==> src/pch_defines.svh <==
`ifndef PCH_DEFINES_SVH
`define PCH_DEFINES_SVH

// ----------------------------------------------------------------
// configuration space map (byte offsets and dword indices)
// ----------------------------------------------------------------
`define PCH_OFS_VENDOR_LO 8'h00
`define PCH_OFS_VENDOR_HI 8'h01
`define PCH_OFS_PART_LO 8'h02
`define PCH_OFS_PART_HI 8'h03
`define PCH_OFS_COMMAND_LO 8'h04
`define PCH_DW_IDENT 6'h00
`define PCH_DW_COMMAND 6'h01

// ----------------------------------------------------------------
// own bus, device and function numbers
// ----------------------------------------------------------------
`define PCH_OWN_BUS 8'h00
`define PCH_OWN_DEV 5'h00
`define PCH_OWN_FUNC 3'h0

// ----------------------------------------------------------------
// command low byte fields
// ----------------------------------------------------------------
`define PCH_CMD_BIT_IO 0
`define PCH_CMD_BIT_MEM 1
`define PCH_CMD_BIT_MASTER 2
`define PCH_CMD_BIT_SPECIAL 3
`define PCH_CMD_BIT_PARITY 6
`define PCH_CMD_LANE 0
`define PCH_CMD_MEM_RESET 1'b0
`define PCH_CMD_MASTER_VALUE 1'b1
`define PCH_BYTE_ZERO 8'h00
`define PCH_WORD_ZERO 32'h0000_0000

`endif

==> src/pch_pkg.sv <==
package pch_pkg;

    // configuration cycle request, one cycle wide
    typedef struct packed {
        logic req;
        logic write;
        logic [7:0] bus;
        logic [4:0] dev;
        logic [2:0] func;
        logic [5:0] dword;
        logic [3:0] be;
        logic [31:0] wdata;
    } pch_cfg_req_t;

    // configuration cycle answer, all from flip-flops
    typedef struct packed {
        logic ack;
        logic devsel_n;
        logic [31:0] rdata;
    } pch_cfg_rsp_t;

    typedef struct packed {
        pch_cfg_rsp_t rsp;
    } pch_main_state_t;

    typedef struct packed {
        logic mem_en;
    } pch_cmd_state_t;

endpackage

==> src/pch_cmd_reg.sv <==
`timescale 1ns/1ps
`include "pch_defines.svh"

module pch_cmd_reg (
    input wire logic sys_clk,
    input wire logic rst,
    input wire logic wr_en,
    input wire logic [7:0] wr_data,
    output logic [7:0] cmd_byte,
    output logic mem_en
);

    pch_pkg::pch_cmd_state_t state_reg;
    pch_pkg::pch_cmd_state_t state_next;

    // ----------------------------------------------------------------
    // writable memory response bit
    // ----------------------------------------------------------------
    // only bit 1 stores; every other written bit is dropped here
    always_comb begin
        state_next = state_reg;
        if (wr_en) begin
            state_next.mem_en = wr_data[`PCH_CMD_BIT_MEM];
        end
    end

    // cleared by reset so local memory stays shut until software opens it
    always_ff @(posedge sys_clk or posedge rst) begin
        if (rst) begin
            state_reg.mem_en <= `PCH_CMD_MEM_RESET;
        end else begin
            state_reg <= state_next;
        end
    end

    // ----------------------------------------------------------------
    // read view: fixed bits are constants, reserved read zero
    // ----------------------------------------------------------------
    always_comb begin
        cmd_byte = `PCH_BYTE_ZERO;
        cmd_byte[`PCH_CMD_BIT_MEM] = state_reg.mem_en;
        cmd_byte[`PCH_CMD_BIT_MASTER] = `PCH_CMD_MASTER_VALUE;
    end

    // enable straight from the flip-flop, no logic behind it
    assign mem_en = state_reg.mem_en;

    a_mem_bit_write: assert property (@(posedge sys_clk) disable iff (rst)
        wr_en |=> mem_en == $past(wr_data[`PCH_CMD_BIT_MEM]))
        else $error("memory response bit did not take written value");

    a_mem_bit_hold: assert property (@(posedge sys_clk) disable iff (rst)
        !wr_en |=> $stable(mem_en))
        else $error("memory response bit changed without a write");

    a_fixed_bits: assert property (@(posedge sys_clk) disable iff (rst)
        cmd_byte[`PCH_CMD_BIT_MASTER] && !cmd_byte[`PCH_CMD_BIT_SPECIAL]
        && !cmd_byte[`PCH_CMD_BIT_PARITY] && !cmd_byte[`PCH_CMD_BIT_IO])
        else $error("fixed command bits wrong");

endmodule

==> src/pch_config_header.sv <==
`timescale 1ns/1ps
`include "pch_defines.svh"

// Functional notes
// vendor code reads at offsets 00h low and 01h high; writes ignored.
// part code reads at offsets 02h low and 03h high; writes ignored.
// parity response bit 6 of command low always reads zero.
// special cycle enable bit 3 of command low always reads zero.
// bus master enable bit 2 of command low always reads one.
// memory response bit 1 writable; gates PCI master access to local memory.
// I/O response bit 0 reads zero; PCI master I/O never claimed.
// processor-initiated I/O cycles always answered, regardless of bit 0.
// claim configuration cycles to device 0 bus 0 with DEVSEL#.
// reserved bits 7 and 5:4 read zero and ignore writes.
// memory response bit is zero after reset.

module pch_config_header #(
    parameter logic [15:0] VENDOR_CODE = 16'ha5c3, // arbitrary value
    parameter logic [15:0] PART_CODE = 16'h5a3c // arbitrary value
) (
    input wire logic sys_clk,
    input wire logic rst,
    input pch_pkg::pch_cfg_req_t cfg_req,
    output pch_pkg::pch_cfg_rsp_t cfg_rsp,
    input wire logic pci_mem_req,
    output logic pci_mem_claim,
    input wire logic pci_io_req,
    output logic pci_io_claim,
    input wire logic cpu_io_req,
    output logic cpu_io_claim,
    output logic mem_enable,
    output logic master_enable
);

    // ----------------------------------------------------------------
    // elaboration checks
    // ----------------------------------------------------------------
    // all ones is what an empty slot returns, so software would miss us
    if (VENDOR_CODE == 16'hffff) begin : g_bad_vendor
        $error("vendor code must not be all ones");
    end

    // ----------------------------------------------------------------
    // decode helpers
    // ----------------------------------------------------------------
    // true when the cycle targets our own bus, device and function
    function automatic logic pch_hit(input pch_pkg::pch_cfg_req_t r);
        pch_hit = r.req && (r.bus == `PCH_OWN_BUS) && (r.dev == `PCH_OWN_DEV)
                  && (r.func == `PCH_OWN_FUNC);
    endfunction

    pch_pkg::pch_main_state_t state_reg;
    pch_pkg::pch_main_state_t state_next;
    logic [7:0] cmd_byte;
    logic cmd_wr;
    logic hit;

    // one decode shared by storage and answer
    assign hit = pch_hit(cfg_req);

    // ----------------------------------------------------------------
    // command low byte storage
    // ----------------------------------------------------------------
    // identity dword has no store, so writes there fall away
    assign cmd_wr = hit && cfg_req.write && (cfg_req.dword == `PCH_DW_COMMAND)
                    && cfg_req.be[`PCH_CMD_LANE];

    pch_cmd_reg u_cmd (
        .sys_clk(sys_clk),
        .rst(rst),
        .wr_en(cmd_wr),
        .wr_data(cfg_req.wdata[7:0]),
        .cmd_byte(cmd_byte),
        .mem_en(mem_enable)
    );

    // ----------------------------------------------------------------
    // configuration answer: claim and read data one cycle after request
    // ----------------------------------------------------------------
    // reads return the whole dword; byte enables are left to the host
    always_comb begin
        state_next = state_reg;
        state_next.rsp.ack = hit;
        state_next.rsp.devsel_n = !hit;
        state_next.rsp.rdata = `PCH_WORD_ZERO;
        if (hit && !cfg_req.write) begin
            case (cfg_req.dword)
                `PCH_DW_IDENT: begin
                    state_next.rsp.rdata = {PART_CODE, VENDOR_CODE};
                end
                `PCH_DW_COMMAND: begin
                    // command high and status are not kept here, read zero
                    state_next.rsp.rdata = {24'h00_0000, cmd_byte};
                end
                default: begin
                    state_next.rsp.rdata = `PCH_WORD_ZERO;
                end
            endcase
        end
    end

    // answer register; idle answer is no claim and zero data
    always_ff @(posedge sys_clk or posedge rst) begin
        if (rst) begin
            state_reg.rsp.ack <= 1'b0;
            state_reg.rsp.devsel_n <= 1'b1;
            state_reg.rsp.rdata <= `PCH_WORD_ZERO;
        end else begin
            state_reg <= state_next;
        end
    end

    assign cfg_rsp = state_reg.rsp;

    // ----------------------------------------------------------------
    // cycle claims
    // ----------------------------------------------------------------
    assign pci_mem_claim = pci_mem_req && mem_enable;
    assign pci_io_claim = 1'b0;
    assign cpu_io_claim = cpu_io_req;
    assign master_enable = cmd_byte[`PCH_CMD_BIT_MASTER];

    // ----------------------------------------------------------------
    // checks
    // ----------------------------------------------------------------
    a_claim_own_slot: assert property (@(posedge sys_clk) disable iff (rst)
        pch_hit(cfg_req) |=> !cfg_rsp.devsel_n && cfg_rsp.ack)
        else $error("own configuration cycle not claimed");

    a_no_foreign_claim: assert property (@(posedge sys_clk) disable iff (rst)
        !pch_hit(cfg_req) |=> cfg_rsp.devsel_n && !cfg_rsp.ack)
        else $error("foreign configuration cycle claimed");

    a_ident_read: assert property (@(posedge sys_clk) disable iff (rst)
        pch_hit(cfg_req) && !cfg_req.write && cfg_req.dword == `PCH_DW_IDENT
        |=> cfg_rsp.rdata == {PART_CODE, VENDOR_CODE})
        else $error("identity dword read wrong");

    a_cmd_read: assert property (@(posedge sys_clk) disable iff (rst)
        pch_hit(cfg_req) && !cfg_req.write && cfg_req.dword == `PCH_DW_COMMAND
        |=> cfg_rsp.rdata[7:0] == {5'h00, $past(mem_enable) ? 3'h6 : 3'h4}
        && cfg_rsp.rdata[31:8] == 24'h00_0000)
        else $error("command low byte read wrong");

    a_mem_write_through: assert property (@(posedge sys_clk) disable iff (rst)
        pch_hit(cfg_req) && cfg_req.write && cfg_req.dword == `PCH_DW_COMMAND
        && cfg_req.be[`PCH_CMD_LANE]
        |=> mem_enable == $past(cfg_req.wdata[`PCH_CMD_BIT_MEM]))
        else $error("command write did not reach memory response bit");

    a_ident_write_void: assert property (@(posedge sys_clk) disable iff (rst)
        pch_hit(cfg_req) && cfg_req.write && cfg_req.dword == `PCH_DW_IDENT
        |=> $stable(mem_enable))
        else $error("write to identity dword changed state");

    a_mem_gate: assert property (@(posedge sys_clk) disable iff (rst)
        pci_mem_claim == (pci_mem_req && mem_enable))
        else $error("local memory claim not gated by enable");

    a_io_claims: assert property (@(posedge sys_clk) disable iff (rst)
        !pci_io_claim && (cpu_io_claim == cpu_io_req))
        else $error("I/O claim wrong");

    a_reset_mem_off: assert property (@(posedge sys_clk)
        $fell(rst) |-> !mem_enable)
        else $error("memory response bit not cleared by reset");

endmodule

==> config.mk <==
export PLATFORM = sky130hd
export DESIGN_NAME = pch_config_header
export DESIGN_NICKNAME = d
export VERILOG_FILES = /design/src/pch_pkg.sv /design/src/pch_cmd_reg.sv /design/src/pch_config_header.sv
export VERILOG_INCLUDE_DIRS = /design/src
export SDC_FILE = /design/constraint.sdc
export NUM_CORES = 1
export LEC_CHECK = 0
export BUFFER_PORTS_ARGS = -buffer_cell sky130_fd_sc_hd__buf_2
export CORE_MARGIN = 5
export CORE_UTILIZATION = 28
export CTS_CLUSTER_DIAMETER = 40
export DETAILED_ROUTE_END_ITERATION = 8
export GPL_TIMING_DRIVEN = 1
export PLACE_DENSITY = 0.94
export SLEW_MARGIN = 10
export SYNTH_ARGS = -nofsm -noshare
export SYNTH_HDL_FRONTEND = slang
export SYNTH_SLANG_ARGS = --single-unit
==> constraint.sdc <==
create_clock -name sys_clk -period 1.35 [get_ports sys_clk]
set_clock_uncertainty 0.1 [all_clocks]
set_input_delay 0.0675 -clock sys_clk [delete_from_list [all_inputs] [get_ports sys_clk]]
set_output_delay 0.0675 -clock sys_clk [all_outputs]
set_load 0.05 [all_outputs]
==> results of run 1 <==
==> power groups by stage <==
stage / sequential (µW) / combinational (µW) / clock, µW
after CTS: 180 / 170 / 184
after global routing: 180 / 187 / 192
after global placement: 183 / 159 / 0
final: 181 / 176 / 181
after floorplan: 183 / 161 / 0
after detailed placement: 183 / 161 / 0
==> area by class of cell <==
type | instances | area, µm² | area share (%)
tap | 27 | 33.78 | 4.405
sequential | 6 | 151.4 | 19.74
multi-input combinational | 36 | 244.0 | 31.81
timing repair buffer | 55 | 300.3 | 39.15
clock buffer | 4 | 26.28 | 3.426
inverter | 3 | 11.26 | 1.468
==> cell usage in the layout (no fill, tap or decap), types with 2 or more instances in the layout <==
cell type | netlist | final
buf_2 | 0 | 49
buf_4 | 32 | 2
clkbuf_4 | 0 | 3
conb_1 | 2 | 17
dfrtp_1 | 5 | 5
dlygate4sd3_1 | 0 | 4
inv_1 | 3 | 3
nand2_1 | 3 | 3
nor2_1 | 3 | 3
nor4_2 | 0 | 2
nor4b_2 | 1 | 2
==> registers in the layout, summed over array words and instances (netlist names) <==
signal        count
cfg_rsp           5
u_cmd.mem_en      1
==> routing by layer <==
layer	share of wire (%)	global-route usage [%]
met5	0	0
met3	21	2.452
met2	54	14.57
met4	1.0	6.224
met1	24	7.718
==> timing repair <==
item / CTS / global route
endpoints found under the hold margin: 10 / 0
setup buffers: 0 / 0
resized for setup: 0 / 4
hold buffers: 4 / 0
endpoints found under the setup margin: 0 / 4
==> final timing paths <==
| check | startpoint | endpoint | slack [ps] | cells past startpoint |
|---|---|---|---|---|
| max | cfg_rsp[28] | cfg_rsp[28] | 100 | 1 |
| min | cfg_req[36] | cfg_rsp[2] | 10 | 2 |
| max reg2reg | u_cmd.mem_en | cfg_rsp[1] | 410 | 2 |
| min reg2reg | u_cmd.mem_en | u_cmd.mem_en | 460 | 1 |
| max in group asynchronous | rst | cfg_rsp[32] | 730 | 3 |
| min in group asynchronous | rst | cfg_rsp[28] | 160 | 3 |
==> cell families (layout without fill, tap and decap cells) <==
group	Yosys count	in the layout	share of synthesized area [%]
buffers and inverters	36	62	46.67
and+or+nand+nor	17	17	18.22
muxes	1	1	2.000
AOI/OAI and AO/OA	1	1	4.890
other	2	17	1.334
DFF	6	6	26.89
==> through the flow <==
stage / setup WS (ps) / hold slack (ps) / utilization (%)
after global placement: -168.7 / -121.8 / 34.73
after floorplan: 0.2347 / -242.3 / -
after global routing: 16.13 / 24.81 / 39.50
after CTS: 70.46 / 28.63 / 38.14
after detailed placement: -173.2 / -117.6 / 34.73
final: 97.09 / 13.33 / 39.50
==> flow_summary.ini, run 1 <==
[sta]
setup_tns_ps = 0
finalSetupViolCount = 0
fmax_mhz = 798.1
fin_crit_sh_pct = 92.81
slew_violations = 0
rsz0062_at_grt = no
period_minus_slack_ps = 1253
finalHoldViolCount = 0

[power]
power_frac_comb_pct = 32.7
seqPwrFrac_pct = 33.6
switching_share_pct = 37.46
p_total_uw = 537.3
intPower_uw = 336.0
ir_worst_vdd_v = 0.0003413
switching_power_uw = 201.3
power.share.clock_pct = 33.7
powerDensity_nw_per_um2 = 700.6
leakage_uw = 0.0004501

[die]
die_y_um = 54.84
die_w_um = 54.84
start_util_pct = 28.99
std_cell_rows = 16
die_area_um2 = 3007
core_area_um2 = 1942
ios = 104

[layout]
num-fill-cells = 205
drive_above_1_share_pct = 60.58
areaGrowthSynthToFinish_pct = 36.22
fin_nets = 170
fin_area_um2 = 767.0
n_antenna_cell = 0
finalNonFillerCells = 131

[logic_synthesis]
synth_seq_area_share_pct = 26.89
synth_area_leader_cell = buf_4
synthArstFlopShare_pct = 100.0
yosysTopAreaCellShare_pct = 42.67
synth_area_leaders = buf_4, dfrtp_1, a2111oi_4
yosysMostFrequentCell = buf_4
synth_edf_count = 0
synth_cells = 63
synth_flop_cell = dfrtp_1
syn_area_um2 = 563.0
synth-warning-count = 0
synth_cell_types = 17
ys_seq_elements = 6
synthTopCellsByCount = buf_4, dfrtp_1
avgSynthCellArea_um2 = 8.937

[worst_setup_path]
worstPathRequired_ps = 1180
crit_path_end_kind = output port
critical-path-slowest-cell = dfrtp_1
cp_top_family = flip-flops
crit_arrival_ps = 1090
path_buf_inv = 1
start_kind = register
crit_chain = buf_2
crit_type = reg -> out
cp_max_fo = 15
cpPeakStageDelay_ps = 500

[placed_design]
port-buffer-count = 49
dpl.cell_count = 123
detailed_place_hpwl_mm = 1.099
placed_area_um2 = 674.4
gp_congestion = 0.6531

[routing]
vias = 514
final_antenna_net_count = 0
wl_per_cell_um = 10.20
drtPass1Iterations = 3
drt_iter0_drc = 5
drcViolationCount = 0
wl_mm = 1.336
via_per_inst = 3.924

[clock_network]
cts_sinks = 6
cts_buffers = 3
tritoncts = built
cts.path.max_buffers = 2
worstSkewPairLatency_ps = 250
cts_max_level = 1
clkSlewWorstSetupHoldPaths_ps = 50
clockRootBuffer = clkbuf_4

[global_route]
gr-total-overflow = 0
grt_pass1_wl_mm = 1.711
antenna_found_initial = 0
grt_pass1_vias = 453
gr-usage-all-layers_pct = 8.178
grt_max_degree = 16

[run_status]
status = complete, no violations

[job]
maxCapViolCount = 0

[hold_path]
hp-class = in -> reg
(Power assumes the default switching activity.)
==> run 2: changes to the inputs <==
clock period = 1.6 ns   (was 1.35 ns; I/O delays follow)
==> flow_summary.ini, run 2 (same netlist as run 1, synthesis figures left out) <==
[layout]
areaGrowthSynthToFinish_pct = 31.11
fin_nets = 171
drive_above_1_share_pct = 55.24
final_cell_mix = buf_2, conb_1, dfrtp_1, dlygate4sd3_1
num-fill-cells = 201
seqCellArea_um2 = 151.4
multiInputGateArea_um2 = 205.2
n_antenna_cell = 0
largest_reg_flops = 5
layout_commonest_cell = buf_2

[routing]
drt_iter0_drc = 0
vias = 497
drtPass1Iterations = 1
final_antenna_net_count = 0
wl_per_cell_um = 9.795
drcViolationCount = 0
wl_mm = 1.293
via_per_inst = 3.765

[clock_network]
cts_max_level = 1
post_cts_resized = 0
clkSlewWorstSetupHoldPaths_ps = 50
tritoncts = built
worstSkewPairLatency_ps = 230
cts_sinks = 6
cts_buffers = 3
cts.path.max_buffers = 2
clockRootBuffer = clkbuf_4
postCtsSetupRepairBufs = 0

[die]
start_util_pct = 28.99
die_w_um = 54.84
core_area_um2 = 1942
die_area_um2 = 3007
std_cell_rows = 16
die_y_um = 54.84
ios = 104

[global_route]
grt_max_degree = 16
gr-total-overflow = 0
antenna_found_initial = 0
grt_pass1_wl_mm = 1.731
grt_pass1_vias = 444
gr-usage-all-layers_pct = 8.329

[worst_setup_path]
start_kind = primary input
cp_max_fo = 2
crit_arrival_ps = 1410
crit_type = in -> reg
worstPathRequired_ps = 1620
crit_path_end_kind = register

[power]
switching_power_uw = 158.0
power.share.clock_pct = 32.8
p_total_uw = 441.0
seqPwrFrac_pct = 34.6
intPower_uw = 283.0
power_frac_comb_pct = 32.7
leakage_uw = 0.0004431
switching_share_pct = 35.83
powerDensity_nw_per_um2 = 597.5
ir_worst_vdd_v = 0.0001981

[placed_design]
gp_congestion = 0.7148
port-buffer-count = 49
detailed_place_hpwl_mm = 1.145

[sta]
rsz0062_at_grt = no
finalSetupViolCount = 0
fin_crit_sh_pct = 87.02
finalHoldViolCount = 0
slew_violations = 0
setup_tns_ps = 0
period_minus_slack_ps = 1392
fmax_mhz = 718.3

[job]
maxCapViolCount = 0

[hold_path]
hp-class = in -> reg

[run_status]
status = complete, no violations
run 2: routing by layer:
metal,global-route usage [%],vias to the layer above,part of all wire (%)
li1,-,237,-
met1,9.135,203,30
met2,14.17,55,44
met3,1.362,2,25
met4,6.224,0,0.77
met5,0,-,0
run 2: power groups by stage:
stage | logic, µW | clock network [µW] | registers (µW)
5_1_grt | 154 | 160 | 152
4_1_cts | 144 | 151 | 152
3_3_place_gp | 133 | 0 | 155
3_5_place_dp | 134 | 0 | 155
2_1_floorplan | 135 | 0 | 155
6_report | 144 | 145 | 152
run 2: final cells by class:
type / instances / share of cell area [%]
timing repair buffer: 56 / 42.03
multi-input combinational: 36 / 27.80
sequential: 6 / 20.51
tap: 27 / 4.576
clock buffer: 4 / 3.559
inverter: 3 / 1.525
run 2: repair_timing:
action / 4_1_cts / 5_1_grt
hold buffers: 5 / 0
endpoints found under the hold margin: 10 / 0
setup endpoints to repair: 0 / 0
run 2: path summary, 6_finish.rpt:
| path | start | end | slack [ps] | depth (start not counted) |
|---|---|---|---|---|
| max in group asynchronous | rst | cfg_rsp[32] | 960 | 3 |
| worst min register to register | u_cmd.mem_en | u_cmd.mem_en | 460 | 1 |
| min in group asynchronous | rst | cfg_rsp[2] | 190 | 3 |
| worst max-delay path | cfg_req[46] | u_cmd.mem_en | 210 | 6 |
| worst max register to register | u_cmd.mem_en | cfg_rsp[1] | 670 | 2 |
| worst min-delay path | cfg_req[36] | cfg_rsp[2] | 50 | 2 |
run 2: worst max-delay path, cell delays in order:
cell and delay [ps]:
buf_2 100, nor4_1 300, nand2_1 110, nor4b_1 330, buf_4 170, mux2_2 320
run 2: per-stage QoR:
stage	cell area (µm²)	instances	setup WS, ps	util [%]	hold slack [ps]
after floorplan	619.3	78	187.8	-	-229.8
after global placement	661.9	123	18.16	34.09	-109.0
after detailed placement	661.9	123	-65.28	34.09	-108.3
after CTS	738.2	132	180.5	38.02	51.47
after global routing	738.2	132	104.7	38.02	59.82
final	738.2	132	207.7	38.02	54.06
